### config.mk
export PLATFORM = sky130hd
export DESIGN_NAME = pifm_top
export DESIGN_NICKNAME = d
export VERILOG_FILES = /design/src/verilog/pifm_pkg.sv /design/src/verilog/pifm_top.sv
export SDC_FILE = /design/constraint.sdc
export NUM_CORES = 1
export LEC_CHECK = 0
export CAP_MARGIN = 40
export CORE_MARGIN = 4
export CORE_UTILIZATION = 48
export CTS_CLUSTER_DIAMETER = 200
export DETAILED_ROUTE_END_ITERATION = 8
export DONT_BUFFER_PORTS = 1
export HOLD_SLACK_MARGIN = 0.03
export MAX_ROUTING_LAYER = met4
export PLACE_DENSITY = 0.68
export SYNTH_ARGS = -nofsm -noshare
export SYNTH_HDL_FRONTEND = slang
export SYNTH_SLANG_ARGS = --single-unit
export TNS_END_PERCENT = 10
### constraint.sdc
create_clock -name I_CLK -period 4 [get_ports I_CLK]
set_clock_uncertainty 0.15 [all_clocks]
set_input_delay 0.4 -clock I_CLK [delete_from_list [all_inputs] [get_ports I_CLK]]
set_output_delay 0.4 -clock I_CLK [all_outputs]
set_load 0.01 [all_outputs]
### src/verilog/pifm_pkg.sv
// Constants for the peripheral interrupt flag and mask block.
// Assumes a CPU core that takes vectored requests and reports the vector
// it took, and timer logic that delivers one-cycle event pulses.
package pifm_pkg;

  // Register offsets in the I/O space.
  localparam logic [5:0] TIMER_IRQ_FLAGS_OFS   = 6'h38;
  localparam logic [5:0] TIMER_IRQ_MASK_OFS    = 6'h39;
  localparam logic [5:0] EXTERNAL_IRQ_MASK_OFS = 6'h3B;
  localparam logic [5:0] EXTERNAL_IRQ_FLAGS_OFS = 6'h3A;
  localparam logic [5:0] CPU_CONTROL_REG_OFS   = 6'h35;

  // Reset values.
  localparam logic [7:0] REG_RESET = 8'h00;

  // Bit positions.
  localparam int EXT_ONE_BIT     = 7;
  localparam int EXT_ZERO_BIT    = 6;
  localparam int CNT1_OVF_BIT    = 7;
  localparam int CNT1_CMP_A_BIT  = 6;
  localparam int CNT1_CMP_B_BIT  = 5;
  localparam int CNT1_CAP_BIT    = 3;
  localparam int CNT0_OVF_BIT    = 1;

  // Writable bits of each register.
  localparam logic [7:0] EXT_MASK_BITS   = 8'hC0;
  localparam logic [7:0] TIMER_MASK_BITS = 8'hEA;
  localparam logic [7:0] CTRL_SENSE_BITS = 8'h0F;

  // Sense control encodings.
  localparam logic [1:0] SENSE_LOW  = 2'h0;
  localparam logic [1:0] SENSE_RSVD = 2'h1;
  localparam logic [1:0] SENSE_FALL = 2'h2;
  localparam logic [1:0] SENSE_RISE = 2'h3;

  // Vector word addresses of the served sources.
  localparam logic [4:0] VEC_EXT_ZERO = 5'h02;
  localparam logic [4:0] VEC_EXT_ONE  = 5'h04;
  localparam logic [4:0] VEC_CAPTURE  = 5'h06;
  localparam logic [4:0] VEC_CMP_A    = 5'h08;
  localparam logic [4:0] VEC_CMP_B    = 5'h0A;
  localparam logic [4:0] VEC_CNT1_OVF = 5'h0C;
  localparam logic [4:0] VEC_CNT0_OVF = 5'h0E;
  localparam logic [4:0] VEC_NONE     = 5'h00;

endpackage

### src/verilog/pifm_top.sv
// Interrupt flags, masks, global enable and priority select.
// Assumes pins and timer pulses synchronous to I_CLK; the core pulses
// I_IRQ_ACK with the vector it took and I_RETURN_FROM_IRQ on return.
`timescale 1ns/1ps
module pifm_top
(
  input  wire logic       I_CLK,
  input  wire logic       I_ARST_N,
  input  wire logic [5:0] I_ADDR,
  input  wire logic [7:0] I_WDATA,
  input  wire logic       I_WR,
  input  wire logic       I_RD,
  output logic      [7:0] O_RDATA,
  input  wire logic       I_EXT_REQUEST_ONE,
  input  wire logic       I_EXT_REQUEST_ZERO,
  input  wire logic       I_CNT1_OVERFLOW,
  input  wire logic       I_CNT1_PWM_TURN,
  input  wire logic       I_CNT1_PWM_MODE,
  input  wire logic       I_CNT1_CMP_A_MATCH,
  input  wire logic       I_CNT1_CMP_B_MATCH,
  input  wire logic       I_CNT1_CAPTURE,
  input  wire logic       I_CNT0_OVERFLOW,
  input  wire logic       I_GLOBAL_EN_SET,
  input  wire logic       I_RETURN_FROM_IRQ,
  input  wire logic       I_IRQ_ACK,
  input  wire logic [4:0] I_ACK_VECTOR,
  output logic            O_IRQ_REQ,
  output logic      [4:0] O_IRQ_VECTOR,
  output logic            O_GLOBAL_EN
);

  // Register map, offsets in the six-bit I/O space:
  //   0x38 timer flags: bit7 counter1 overflow, bit6 compare A, bit5
  //        compare B, bit3 capture, bit1 counter0 overflow; writing one
  //        to a flag clears it, the other bits read zero.
  //   0x39 timer mask: enables at the same positions as the flags.
  //   0x3A external flags: bit7 external one, bit6 external zero.
  //   0x3B external mask: bit7 external one, bit6 external zero.
  //   0x35 control: bits 3:2 sense of external one, 1:0 of zero.
  // Unmapped offsets read zero and ignore writes, so the block can sit
  // on a shared I/O bus next to other register sets.
  //
  // Register port: writes land on the next edge; read data are
  // registered and stand only in the cycle after I_RD, zero otherwise,
  // so an OR-ed read bus needs no extra select.
  //
  // Sense codes per pin: 00 low level, 01 reserved and inert, 10 falling
  // edge, 11 rising edge. The reserved code decodes to nothing rather
  // than to an alias, so a stray write cannot arm a pin by accident.
  //
  // Request timing, counted in core clock edges:
  //   edge N    an event pulse or a pin edge is seen;
  //   edge N+1  the flag reads back as set;
  //   edge N+1  O_IRQ_REQ and O_IRQ_VECTOR rise, given mask and enable;
  //   edge A    the core samples the request and raises I_IRQ_ACK;
  //   edge A+1  the flag and the global enable clear together.
  // The request is held off in the cycle of the ack and drops at edge A+1,
  // so a core that looks again at once still sees it and must skip edge A+1.
  //
  // Same-cycle conflicts are settled as follows:
  //   a hardware set beats a software or ack clear of the same flag;
  //   an ack clear of the global enable beats a return or software set;
  //   an ack naming a source that is not pending only clears the enable.
  // Losing an event is worse than serving one twice, hence the first.
  //
  // Level mode keeps no flag at all: the request follows the pin, and an
  // ack cannot silence it. Firmware must release the pin, or change the
  // sense code, before returning, or the core is interrupted again.
  //
  // Reset clears every register but the pin history, every output and the enable. The pin
  // history resets high, matching an idle pulled-up pin, so a pin that
  // is low when reset lifts reads as a fall in the first cycle.
  //
  // Core handshake, as this block expects it:
  //   I_IRQ_ACK is a one-cycle pulse with the vector taken on
  //   I_ACK_VECTOR; the vector is ignored in every other cycle.
  //   I_RETURN_FROM_IRQ is a one-cycle pulse; the enable rises on the
  //   next edge and a further pending source shows two edges later.
  //   I_GLOBAL_EN_SET is the software write of the enable, used by a
  //   handler that wants to allow nesting.
  //
  // Counter1 overflow has two sources: the wrap pulse in normal mode and
  // the turn at zero in PWM mode. I_CNT1_PWM_MODE is a level and picks
  // one of them each cycle; the other pulse is ignored while unselected.
  //
  // Priority, highest first: external zero, external one, capture,
  // compare A, compare B, counter1 overflow, counter0 overflow. The
  // vector codes are word addresses and grow as priority falls.
  //
  // Limitations: event inputs are taken as one-cycle pulses; an input
  // held high for several cycles keeps setting its flag and so defeats a
  // clear. Pins are taken as already synchronous; a raw pad needs a
  // synchroniser in front of this block. O_GLOBAL_EN is a registered
  // copy and trails the internal enable by one cycle.

  // Software visible registers and the global enable.
  logic [7:0] ext_mask_q;
  logic [7:0] ext_flags_q;
  logic [7:0] tmr_mask_q;
  logic [7:0] tmr_flags_q;
  logic [7:0] ctrl_q;
  logic       gie_q;
  logic       gie_d;

  // Pin history and per-pin decode.
  logic [1:0] pin_q;
  logic [1:0] pin_fall;
  logic [1:0] pin_rise;
  logic [1:0] pin_event;
  logic [1:0] pin_level;
  logic [1:0] pins;

  // Set and clear terms of the flag registers.
  logic [7:0] tmr_event;
  logic [7:0] tmr_ack;
  logic [7:0] ext_ack;
  logic [7:0] wr_tmr_clr;
  logic [7:0] wr_ext_clr;

  // Request selection and read path.
  logic [6:0] src_req;
  logic       ext_one_req;
  logic       ext_zero_req;
  logic       take;
  logic [4:0] vec_d;
  logic       req_d;
  logic [7:0] rdata_d;

  assign pins = {I_EXT_REQUEST_ONE, I_EXT_REQUEST_ZERO};

  // Previous pin levels for edge detection; pins are sampled whatever
  // the port direction, so firmware can raise software interrupts.
  always_ff @(posedge I_CLK or negedge I_ARST_N)
  begin
    if (!I_ARST_N)
      pin_q <= 2'h3;
    else
      pin_q <= pins;
  end

  // Per pin sense decode: index 1 is external one, index 0 is zero.
  genvar gi;
  generate
    for (gi = 0; gi < 2; gi++)
    begin : g_sense
      logic [1:0] sense;
      assign sense         = ctrl_q[2*gi+1 -: 2];
      assign pin_fall[gi]  = pin_q[gi] & ~pins[gi];
      assign pin_rise[gi]  = ~pin_q[gi] & pins[gi];
      // Reserved code 01 produces no event and no level request.
      assign pin_event[gi] =
        (sense == pifm_pkg::SENSE_FALL) ? pin_fall[gi] :
        (sense == pifm_pkg::SENSE_RISE) ? pin_rise[gi] :
        1'b0;
      assign pin_level[gi] = (sense == pifm_pkg::SENSE_LOW) & ~pins[gi];
    end
  endgenerate

  // Timer event pulses placed at their flag positions.
  always_comb
  begin
    tmr_event = 8'h00;
    tmr_event[pifm_pkg::CNT1_OVF_BIT] =
      I_CNT1_PWM_MODE ? I_CNT1_PWM_TURN : I_CNT1_OVERFLOW;
    tmr_event[pifm_pkg::CNT1_CMP_A_BIT] = I_CNT1_CMP_A_MATCH;
    tmr_event[pifm_pkg::CNT1_CMP_B_BIT] = I_CNT1_CMP_B_MATCH;
    tmr_event[pifm_pkg::CNT1_CAP_BIT]   = I_CNT1_CAPTURE;
    tmr_event[pifm_pkg::CNT0_OVF_BIT]   = I_CNT0_OVERFLOW;
  end

  // Clear masks from software writes of one.
  assign wr_tmr_clr = (I_WR && I_ADDR == pifm_pkg::TIMER_IRQ_FLAGS_OFS) ?
                      (I_WDATA & pifm_pkg::TIMER_MASK_BITS) : 8'h00;
  assign wr_ext_clr = (I_WR && I_ADDR == pifm_pkg::EXTERNAL_IRQ_FLAGS_OFS) ?
                      (I_WDATA & pifm_pkg::EXT_MASK_BITS) : 8'h00;

  // Clear masks from the core taking a vector.
  always_comb
  begin
    tmr_ack = 8'h00;
    ext_ack = 8'h00;
    if (I_IRQ_ACK)
    begin
      unique case (I_ACK_VECTOR)
        pifm_pkg::VEC_EXT_ZERO: ext_ack[pifm_pkg::EXT_ZERO_BIT]   = 1'b1;
        pifm_pkg::VEC_EXT_ONE:  ext_ack[pifm_pkg::EXT_ONE_BIT]    = 1'b1;
        pifm_pkg::VEC_CAPTURE:  tmr_ack[pifm_pkg::CNT1_CAP_BIT]   = 1'b1;
        pifm_pkg::VEC_CMP_A:    tmr_ack[pifm_pkg::CNT1_CMP_A_BIT] = 1'b1;
        pifm_pkg::VEC_CMP_B:    tmr_ack[pifm_pkg::CNT1_CMP_B_BIT] = 1'b1;
        pifm_pkg::VEC_CNT1_OVF: tmr_ack[pifm_pkg::CNT1_OVF_BIT]   = 1'b1;
        pifm_pkg::VEC_CNT0_OVF: tmr_ack[pifm_pkg::CNT0_OVF_BIT]   = 1'b1;
        default: tmr_ack = 8'h00;
      endcase
    end
  end

  // Timer flags: set in every cycle their event input is high, so an input
  // held high re-flags after a clear; a set beats a same-cycle clear.
  always_ff @(posedge I_CLK or negedge I_ARST_N)
  begin
    if (!I_ARST_N)
      tmr_flags_q <= pifm_pkg::REG_RESET;
    else
      tmr_flags_q <= ((tmr_flags_q & ~(wr_tmr_clr | tmr_ack))
                      | tmr_event) & pifm_pkg::TIMER_MASK_BITS;
  end

  // External flags are set on edges only; level mode keeps no flag.
  always_ff @(posedge I_CLK or negedge I_ARST_N)
  begin
    if (!I_ARST_N)
      ext_flags_q <= pifm_pkg::REG_RESET;
    else
    begin
      ext_flags_q <= ((ext_flags_q & ~(wr_ext_clr | ext_ack))
                      | {pin_event, 6'h00}) & pifm_pkg::EXT_MASK_BITS;
    end
  end

  // External mask; only the two pin enables are stored.
  always_ff @(posedge I_CLK or negedge I_ARST_N)
  begin
    if (!I_ARST_N)
      ext_mask_q <= pifm_pkg::REG_RESET;
    else if (I_WR && I_ADDR == pifm_pkg::EXTERNAL_IRQ_MASK_OFS)
      ext_mask_q <= I_WDATA & pifm_pkg::EXT_MASK_BITS;
  end

  // Timer mask; reserved positions are dropped at the write.
  always_ff @(posedge I_CLK or negedge I_ARST_N)
  begin
    if (!I_ARST_N)
      tmr_mask_q <= pifm_pkg::REG_RESET;
    else if (I_WR && I_ADDR == pifm_pkg::TIMER_IRQ_MASK_OFS)
      tmr_mask_q <= I_WDATA & pifm_pkg::TIMER_MASK_BITS;
  end

  // Sense control; the upper nibble belongs to other logic, reads zero.
  always_ff @(posedge I_CLK or negedge I_ARST_N)
  begin
    if (!I_ARST_N)
      ctrl_q <= pifm_pkg::REG_RESET;
    else if (I_WR && I_ADDR == pifm_pkg::CPU_CONTROL_REG_OFS)
      ctrl_q <= I_WDATA & pifm_pkg::CTRL_SENSE_BITS;
  end

  // Global enable: cleared when a vector is taken, set on return or by
  // software; taking wins, since the core is already entering a handler.
  assign take = I_IRQ_ACK;

  // Next value of the global enable.
  always_comb
  begin
    gie_d = gie_q;
    if (take)
      gie_d = 1'b0;
    else if (I_RETURN_FROM_IRQ || I_GLOBAL_EN_SET)
      gie_d = 1'b1;
  end

  // Global enable register.
  always_ff @(posedge I_CLK or negedge I_ARST_N)
  begin
    if (!I_ARST_N)
      gie_q <= 1'b0;
    else
      gie_q <= gie_d;
  end

  // Requests: level mode asks directly while the pin is low.
  assign ext_zero_req = (ext_flags_q[pifm_pkg::EXT_ZERO_BIT] | pin_level[0])
                        & ext_mask_q[pifm_pkg::EXT_ZERO_BIT];
  assign ext_one_req  = (ext_flags_q[pifm_pkg::EXT_ONE_BIT] | pin_level[1])
                        & ext_mask_q[pifm_pkg::EXT_ONE_BIT];

  // Pending and enabled terms in vector order: entry 0 is external zero,
  // entry 6 counter0 overflow. One vector keeps the selector a plain
  // scan and gives a single place to look when a source seems stuck.
  assign src_req[0] = ext_zero_req;
  assign src_req[1] = ext_one_req;
  assign src_req[2] = tmr_flags_q[pifm_pkg::CNT1_CAP_BIT] &
                      tmr_mask_q[pifm_pkg::CNT1_CAP_BIT];
  assign src_req[3] = tmr_flags_q[pifm_pkg::CNT1_CMP_A_BIT] &
                      tmr_mask_q[pifm_pkg::CNT1_CMP_A_BIT];
  assign src_req[4] = tmr_flags_q[pifm_pkg::CNT1_CMP_B_BIT] &
                      tmr_mask_q[pifm_pkg::CNT1_CMP_B_BIT];
  assign src_req[5] = tmr_flags_q[pifm_pkg::CNT1_OVF_BIT] &
                      tmr_mask_q[pifm_pkg::CNT1_OVF_BIT];
  assign src_req[6] = tmr_flags_q[pifm_pkg::CNT0_OVF_BIT] &
                      tmr_mask_q[pifm_pkg::CNT0_OVF_BIT];

  // Fixed priority by vector address, lowest address first.
  always_comb
  begin
    vec_d = pifm_pkg::VEC_NONE;
    if (src_req[0])
      vec_d = pifm_pkg::VEC_EXT_ZERO;
    else if (src_req[1])
      vec_d = pifm_pkg::VEC_EXT_ONE;
    else if (src_req[2])
      vec_d = pifm_pkg::VEC_CAPTURE;
    else if (src_req[3])
      vec_d = pifm_pkg::VEC_CMP_A;
    else if (src_req[4])
      vec_d = pifm_pkg::VEC_CMP_B;
    else if (src_req[5])
      vec_d = pifm_pkg::VEC_CNT1_OVF;
    else if (src_req[6])
      vec_d = pifm_pkg::VEC_CNT0_OVF;
  end

  // Request only with global enable; suppressed in the ack cycle so the
  // request falls one edge after the ack; the core still sees it in that cycle.
  assign req_d = gie_q && !take && !I_RETURN_FROM_IRQ &&
                 (vec_d != pifm_pkg::VEC_NONE);

  // Registered request; the core sees it one cycle after the selection.
  always_ff @(posedge I_CLK or negedge I_ARST_N)
  begin
    if (!I_ARST_N)
      O_IRQ_REQ <= 1'b0;
    else
      O_IRQ_REQ <= req_d;
  end

  // Registered vector; forced to the idle code without a request so the
  // bus never shows a stale source.
  always_ff @(posedge I_CLK or negedge I_ARST_N)
  begin
    if (!I_ARST_N)
      O_IRQ_VECTOR <= pifm_pkg::VEC_NONE;
    else
      O_IRQ_VECTOR <= req_d ? vec_d : pifm_pkg::VEC_NONE;
  end

  // Registered copy of the global enable for the core's status register.
  always_ff @(posedge I_CLK or negedge I_ARST_N)
  begin
    if (!I_ARST_N)
      O_GLOBAL_EN <= 1'b0;
    else
      O_GLOBAL_EN <= gie_q;
  end

  // Read data in the cycle after the read strobe; unmapped reads zero.
  always_comb
  begin
    rdata_d = 8'h00;
    unique case (I_ADDR)
      pifm_pkg::TIMER_IRQ_FLAGS_OFS:    rdata_d = tmr_flags_q;
      pifm_pkg::TIMER_IRQ_MASK_OFS:     rdata_d = tmr_mask_q;
      pifm_pkg::EXTERNAL_IRQ_MASK_OFS:  rdata_d = ext_mask_q;
      pifm_pkg::EXTERNAL_IRQ_FLAGS_OFS: rdata_d = ext_flags_q;
      pifm_pkg::CPU_CONTROL_REG_OFS:    rdata_d = ctrl_q;
      default:                          rdata_d = 8'h00;
    endcase
  end

  // Read port register; zero outside the answer cycle.
  always_ff @(posedge I_CLK or negedge I_ARST_N)
  begin
    if (!I_ARST_N)
      O_RDATA <= 8'h00;
    else if (I_RD)
      O_RDATA <= rdata_d;
    else
      O_RDATA <= 8'h00;
  end

endmodule // pifm_top

==> reports/qor.csv, run 1 <==
metric,value,unit
hold_path.startpoint,I_WDATA[3],
rr_endpoint,O_IRQ_VECTOR[3]$_DFF_PN0_,
final_cell_mix,"31 x dfrtp_1, 16 x dlygate4sd3_1, 14 x nand2_1",
grt_use_met3,0.0816,
pwr-share-seq,0.579,
place.gp.congestion,0.883,
cellPowerDensity,362,mW/mm²
die-width,66.0,µm
rsz0062_at_grt,false,
async_flop_share,1.00,
tns,0,ns
syn_inst,129,
grt_overflow,0,
synth_edf_count,0,
crit_type,in2reg,
cp_max_fo,2,
crit_required,4.08,ns
synth_area,0.00161,mm²
r2r_cells,4,
p_leak,0.809,nW
nFillCells,280,
vias,1133,
comb_power_share,0.159,
path_clk_slew,0.09,ns
cts.htree.levels,2,
status,completed,
drtPass1Iterations,4,
maxCapViolCount,0,
hold_viol_final,0,
die_y,66.0,µm
syn_to_final_growth,15.5,%
synth-compound-area-share,0.115,
p_switching,0.174,mW
port_buffers,0,
grt_pass1_wl,5450,µm
ant_nets,0,
cts_resized,0,
crit_arrival,1.72,ns
fp-row-count,20,
ys_types,38,
fmax,0.610,GHz
antenna_found_initial,0,
slew_violations,0,
drtIter0Drc,47,
met1_usage,0.217,
seq_area,828,µm²
clock-root-buffer,clkbuf_4,
start_kind,primary input,
ys_seq_area_frac,0.513,
final_core_util,0.596,
fin_nets,185,
grt_use_total,0.179,
synth.avg_cell_area,12.5,µm²
insertion_delay,0.33,ns
grt.busiest_layer,met2,
diodes,0,
p_total,0.675,mW
wl_per_cell,18.5,µm
start_util,0.516,
ios,50,
period_share,0.410,
synth_seq_cells,33,
synth_fa_ha_area_frac,0,
cts_buffer_depth,2,
multiInputGateArea,748,µm²
numClockSinks,33,
hold_path_depth,1,
p_int,0.500,mW
holdPathEnd,ctrl_q[3]$_DFFE_PN0P_,
yosys.area_share.xor_xnor,0,
worstReg2RegStart,ctrl_q[2]$_DFFE_PN0P_,
synthMuxAreaShare,0.147,
grtUsageMet2,0.264,
crit_path_end_kind,flip-flop,
synthFlopType,dfrtp_1,
setup_viol,0,
detailed_place_hpwl,2540,µm
p_sw_frac,0.258,
vias_per_cell,5.81,
hold_class,in2reg,
routed_wl,3600,µm
mostFrequentLayoutCell,dfrtp_1,
numCtsBuffers,5,
cts_tree,yes,
grt_max_degree,34,
yosys.area_share.simple,0.195,
fin_crit,1.64,ns
synth_top_family_by_area,simple AND/OR/NAND/NOR gates,
clkPwrFrac,0.262,
dieArea,0.00435,mm²
drc,0,
drive_above_1_share,0.219,
max-vdd-ir-drop,0.192,mV
first_global_vias,1072,
core,0.00313,mm²
yosysWarnings,0,
rrSetupSlack,2.45,ns
through the flow:
step	hold slack [ns]	area [µm²]	std cells	setup slack, ns
after floorplan	-0.0456	1620	131	2.42
after global placement	-0.0446	1640	170	2.25
after detailed placement	-0.0446	1640	170	2.23
after CTS	0.0394	1780	187	2.46
after global routing	0.0324	1860	195	2.28
final	0.0557	1860	195	2.36
sequential cells by signal, summed over array words and instances (netlist names), 2 cells and up:
name	cells
O_RDATA	7
tmr_flags_q	5
ctrl_q	4
tmr_mask_q	5
pin_q	2
O_IRQ_VECTOR	3
ext_mask_q	2
ext_flags_q	2
power by group through the flow:
stage	Combinational [mW]	Clock, mW	Sequential (mW)
after floorplan	0.0788	0	0.388
after global placement	0.0821	0	0.395
final	0.107	0.177	0.391
after detailed placement	0.0851	0	0.397
after global routing	0.118	0.202	0.394
after CTS	0.101	0.182	0.391
cell families (layout without fill, tap and decap cells):
kind of cell	after synthesis	in the layout
AND/OR/NAND/NOR	48	48
buffers and inverters	6	26
flip-flops	33	33
other	1	3
multiplexers	16	16
AO/OA/AOI/OAI	25	25
worst max path at each step:
stage / start / slack [ns] / depth (start not counted) / endpoint
after detailed placement: I_ADDR[2] / 2.23 / 4 / tmr_mask_q[7]$_DFFE_PN0P_
after global routing: ctrl_q[2]$_DFFE_PN0P_ / 2.28 / 4 / O_IRQ_VECTOR[3]$_DFF_PN0_
final: I_RETURN_FROM_IRQ / 2.36 / 4 / gie_q$_DFFE_PN0P_
after CTS: ctrl_q[2]$_DFFE_PN0P_ / 2.46 / 4 / O_IRQ_VECTOR[3]$_DFF_PN0_
after global placement: I_ADDR[2] / 2.25 / 4 / tmr_mask_q[6]$_DFFE_PN0P_
after floorplan: I_ADDR[2] / 2.42 / 5 / tmr_mask_q[1]$_DFFE_PN0P_
synth_stat cells, types with 2 or more instances:
master   number  area, µm²
a21o_1        4       30.0
a21oi_1       2       10.0
a22oi_1       5       37.5
a32o_1        3       30.0
a32oi_1       3       26.3
and3_1        7       43.8
buf_4         4       30.0
dfrtp_1      31        776
dfstp_2       2       52.6
mux2_2        5       56.3
mux2_4        9        135
mux4_2        2       45.0
nand2_1      14       52.6
nor2_1        6       22.5
nor2b_1       2       12.5
nor3_1        4       20.0
o21ai_0       5       25.0
per-layer routing:
layer,part of all wire,vias to the layer above,wire (µm)
li1,-,522,-
met1,0.42,559,1520
met2,0.46,45,1660
met3,0.10,7,373
met4,0.014,0,51
met5,0,-,0
timing repair:
| action | CTS | global route |
|---|---|---|
| endpoints found under the hold margin | 40 | 9 |
| buffers inserted | 0 | 0 |
| hold buffers | 9 | 8 |
| setup endpoints to repair | 0 | 0 |
cell type report:
type | instances | share of cell area
sequential | 33 | 0.444
multi-input combinational | 92 | 0.401
timing repair buffer | 17 | 0.0966
tap | 44 | 0.0295
clock buffer | 8 | 0.0262
inverter | 1 | 0.00201
critical path, cell delays in order:
cell           delay [ns]
dlygate4sd3_1        0.54
nor3_1               0.17
dlygate4sd3_1        0.57
nor2_1               0.04
(Power assumes the default switching activity.)
==> run 2: changes to the inputs <==
Clock period 4 ns to 1.55 ns, I/O delays scaled along.
==> reports/qor.csv, run 2 (synthesized netlist as in run 1, its figures left out) <==
metric,value,unit
crit_required,1.63,ns
dieArea,0.00435,mm²
numCtsBuffers,5,
rsz0062_at_grt,true,
cpPeakStageDelay,0.54,ns
grt_max_degree,34,
cp_slowest_cell,dlygate4sd3_1,
mostFrequentLayoutCell,dlygate4sd3_1,
crit_path_end_kind,flip-flop,
diodes,0,
crit_arrival,1.61,ns
worst-path-buf-inv,2,
vias_per_cell,5.71,
ant_nets,0,
reg.largest.list,"O_RDATA x7, tmr_flags_q x5, tmr_mask_q x5",
slew_violations,0,
start_util,0.516,
r2r_cells,2,
rrSetupSlack,0.04,ns
cp_max_fo,4,
grt_pass1_wl,6340,µm
path_clk_slew,0.11,ns
final_core_util,0.678,
hold_viol_final,0,
final_area,0.00212,mm²
drtIter0Drc,72,
clock-root-buffer,clkbuf_4,
first_global_vias,1329,
setup_viol,0,
final_cell_mix,"31 x dlygate4sd3_1, 30 x dfrtp_1, 14 x nand2_1",
seq_area,830,µm²
start_kind,primary input,
place.gp.congestion,0.851,
cts.htree.levels,2,
period_share,0.990,
grt_use_total,0.208,
crit_type,in2reg,
fmax,0.651,GHz
grt_overflow,0,
insertion_delay,0.35,ns
fp-row-count,20,
drive_above_1_share,0.253,
hold_ws,0.0404,ns
drc,0,
die-width,66.0,µm
syn_to_final_growth,31.4,%
largest_reg_flops,7,
hold_path_depth,2,
post-cts-setup-buffers,0,
drtPass1Iterations,4,
numClockSinks,33,
max-vdd-ir-drop,0.668,mV
hold_class,in2reg,
routed_wl,4000,µm
detailed_place_hpwl,2660,µm
cp.depth,6,
ios,50,
fin_nets,208,
p_leak,0.961,nW
fin_crit,1.54,ns
cts_buffer_depth,2,
maxCapViolCount,0,
port_buffers,0,
cellPowerDensity,903,mW/mm²
nFillCells,239,
core,0.00313,mm²
regMostFlops,O_RDATA,
antenna_found_initial,0,
vias,1244,
post_dp_cell_area,0.00167,mm²
cts_tree,yes,
multiInputGateArea,757,µm²
status,completed,
crit_chain,nand4b_4 > nor4b_4 > buf_4 > a32oi_1 > a21o_1 > dlygate4sd3_1,
wl_per_cell,18.3,µm
die_y,66.0,µm
cp_top_family,buffers and inverters,
## run 2: power by group
| group | switching (mW) | internal [mW] | total (mW) | leakage [nW] |
|---|---|---|---|---|
| combinational | 0.131 | 0.222 | 0.352 | 0.510 |
| clock | 0.285 | 0.262 | 0.548 | 0.0413 |
| sequential | 0.0763 | 0.939 | 1.02 | 0.410 |
## run 2: routing by layer
metal / part of all wire / track usage / routed length, µm
met1: 0.42 / 0.246 / 1670
met2: 0.47 / 0.322 / 1900
met3: 0.080 / 0.0612 / 319
met5: 0 / - / 0
met4: 0.029 / 0.107 / 114
## run 2: layout make-up
type	instances	area share
Clock buffer	7	0.0307
Clock inverter	1	0.00236
Inverter	1	0.00177
Multi-Input combinational cell	92	0.357
Sequential cell	33	0.391
Tap cell	44	0.0260
Timing Repair Buffer	40	0.191
## run 2: final timing paths
| check | to | from |
|---|---|---|
| worst max-delay path | tmr_flags_q[1]$_DFF_PN0_ | I_ADDR[2] |
| worst max register to register | ctrl_q[2]$_DFFE_PN0P_ | ctrl_q[2]$_DFFE_PN0P_ |
| max in group asynchronous | pin_q[0]$_DFF_PN1_ | I_ARST_N |
| worst min-delay path | O_RDATA[6]$_DFF_PN0_ | I_ADDR[0] |
| min in group asynchronous | O_RDATA[6]$_DFF_PN0_ | I_ARST_N |
| worst min register to register | O_GLOBAL_EN$_DFF_PN0_ | gie_q$_DFFE_PN0P_ |
## run 2: through the flow
| stage | setup slack [ns] | std cells | TNS, ns | power, mW |
|---|---|---|---|---|
| after floorplan | 0.219 | 131 | 0 | 1.21 |
| after global placement | 0.109 | 175 | 0 | 1.24 |
| after detailed placement | 0.0837 | 175 | 0 | 1.26 |
| after CTS | 0.0182 | 218 | 0 | 1.91 |
| after global routing | -0.0197 | 218 | -0.0197 | 2.02 |
| final | 0.0150 | 218 | 0 | 1.92 |
## run 2: what timing repair did
item / CTS / global route
hold endpoints to repair: 65 / 0
endpoints found under the setup margin: 0 / 8
gates resized for setup: 0 / 8
hold buffers: 35 / 0
## run 2: worst reg2reg max path: stages, from the launching register on
cell and delay [ns]:
dfrtp_2 0.45, mux2_4 0.26, dlygate4sd3_1 0.55
==> run 3: changes to the inputs <==
--- a/config.mk
+++ b/config.mk
@@ -8,11 +8,12 @@
 export CAP_MARGIN = 40
 export CORE_MARGIN = 4
-export CORE_UTILIZATION = 48
+export CORE_UTILIZATION = 55
 export CTS_CLUSTER_DIAMETER = 200
 export DETAILED_ROUTE_END_ITERATION = 8
 export DONT_BUFFER_PORTS = 1
+export GPL_TIMING_DRIVEN = 0
 export HOLD_SLACK_MARGIN = 0.03
 export MAX_ROUTING_LAYER = met4
-export PLACE_DENSITY = 0.68
+export PLACE_DENSITY = 0.75
 export SYNTH_ARGS = -nofsm -noshare
 export SYNTH_HDL_FRONTEND = slang
--- a/constraint.sdc
+++ b/constraint.sdc
@@ -3,3 +3,3 @@
 set_input_delay 0.155 -clock I_CLK [delete_from_list [all_inputs] [get_ports I_CLK]]
 set_output_delay 0.155 -clock I_CLK [all_outputs]
-set_load 0.01 [all_outputs]
+set_load 0.02 [all_outputs]
==> reports/qor.csv, run 3 (synthesized netlist as in run 1, its figures left out) <==
metric,value,unit
largest_reg_flops,7,
cts_tree,yes,
crit_required,1.61,ns
antenna_found_initial,0,
hold_class,in2reg,
port_buffers,0,
final_area,0.00208,mm²
rsz0062_at_grt,true,
vias,1248,
worst_slack,0.0239,ns
hold_viol_final,0,
slew_violations,0,
cellPowerDensity,897,mW/mm²
tns,0,ns
post-cts-setup-buffers,0,
start_util,0.580,
fin_crit,1.53,ns
regMostFlops,O_RDATA,
routed.top_layer,met4,
final_cell_mix,"33 x dlygate4sd3_1, 31 x dfrtp_1, 14 x nand2_1",
dieArea,0.00387,mm²
fmax,0.655,GHz
drtPass1Iterations,4,
grt_max_degree,34,
nFillCells,192,
place.gp.congestion,0.870,
grt_use_total,0.229,
routed_wl,3960,µm
preCtsSetupSlack,0.000301,ns
fp-row-count,19,
vias_per_cell,6.12,
drtIter0Drc,72,
crit_type,in2reg,
status,completed,
p_leak,0.921,nW
diodes,0,
setup_viol,0,
hold_ws,0.0476,ns
mostFrequentLayoutCell,dlygate4sd3_1,
ant_nets,0,
final_core_util,0.749,
fin_nets,207,
grt_overflow,0,
max-vdd-ir-drop,0.815,mV
drive_above_1_share,0.231,
p_total,1.87,mW
dp_cells,162,
final_cells,204,
cp_max_fo,5,
post_dp_cell_area,0.00166,mm²
crit_arrival,1.59,ns
detailed_place_hpwl,2660,µm
die-width,62.2,µm
die_y,62.2,µm
route.met3.wl,319,µm
met2_length,2040,µm
period_share,0.985,
first_global_vias,1368,
ios,50,
insertion_delay,0.33,ns
wl_per_cell,19.4,µm
path_clk_slew,0.10,ns
maxCapViolCount,0,
numCtsBuffers,5,
numClockSinks,33,
core,0.00278,mm²
clock-root-buffer,clkbuf_4,
drc,0,
cts.htree.levels,2,
reg.largest.list,"O_RDATA x7, tmr_flags_q x5, tmr_mask_q x5",
grt_pass1_wl,6850,µm
crit_path_end_kind,flip-flop,
met1Wirelength,1520,µm
start_kind,primary input,
cts_buffer_depth,2,
syn_to_final_growth,29.0,%
[run 3: cell count changes in the layout (fill, tap and decap cells not counted), sizes merged]
cell / before / now
clkbuf: 7 / 8
clkinv: 1 / 0
dlygate4sd3: 31 / 33
dlymetal6s4s: 3 / 0
[run 3: power breakdown]
part	internal (mW)	leakage (nW)	switching (mW)
Combinational	0.207	0.477	0.136
Clock	0.224	0.0326	0.281
Sequential	0.938	0.411	0.0819
Total	1.37	0.921	0.499
[run 3: per-layer routing]
metal	up-vias	track usage
met5	-	-
met4	0	0.0894
met3	9	0.0775
met2	65	0.354
met1	608	0.276
li1	566	-
[run 3: what timing repair did]
item                                   CTS  global route
endpoints found under the hold margin   65             0
resized for setup                        1             3
hold buffers                            34             0
pin swaps                                0             1
setup endpoints to repair                2             5
[run 3: worst paths after layout]
check | startpoint | endpoint | slack, ns | cells past startpoint
hold reg to reg | gie_q$_DFFE_PN0P_ | O_GLOBAL_EN$_DFF_PN0_ | 0.30 | 0
min in group asynchronous | I_ARST_N | tmr_mask_q[7]$_DFFE_PN0P_ | 0.10 | 2
max in group asynchronous | I_ARST_N | pin_q[0]$_DFF_PN1_ | 0.90 | 2
setup reg to reg | ctrl_q[3]$_DFFE_PN0P_ | O_IRQ_VECTOR[3]$_DFF_PN0_ | 0.07 | 4
setup / recovery | I_ADDR[2] | tmr_flags_q[1]$_DFF_PN0_ | 0.02 | 5
hold / removal | I_ADDR[1] | tmr_flags_q[6]$_DFF_PN0_ | 0.05 | 3
[run 3: final cells by class]
cell class              instances  area, µm²  area share
repair buffers                 34        350       0.168
plain buffers                   5       41.3      0.0198
multi-input cells              92        761       0.365
inverters                       1       3.75     0.00180
clock buffers                   8       58.8      0.0282
well taps                      31       38.8      0.0186
flip-flops and latches         33        828       0.398
[run 3: critical path, stage by stage]
cell and delay, ns:
nand4b_4 0.19, nor4b_4 0.38, a32oi_1 0.12, a21o_1 0.20
dlygate4sd3_1 0.56
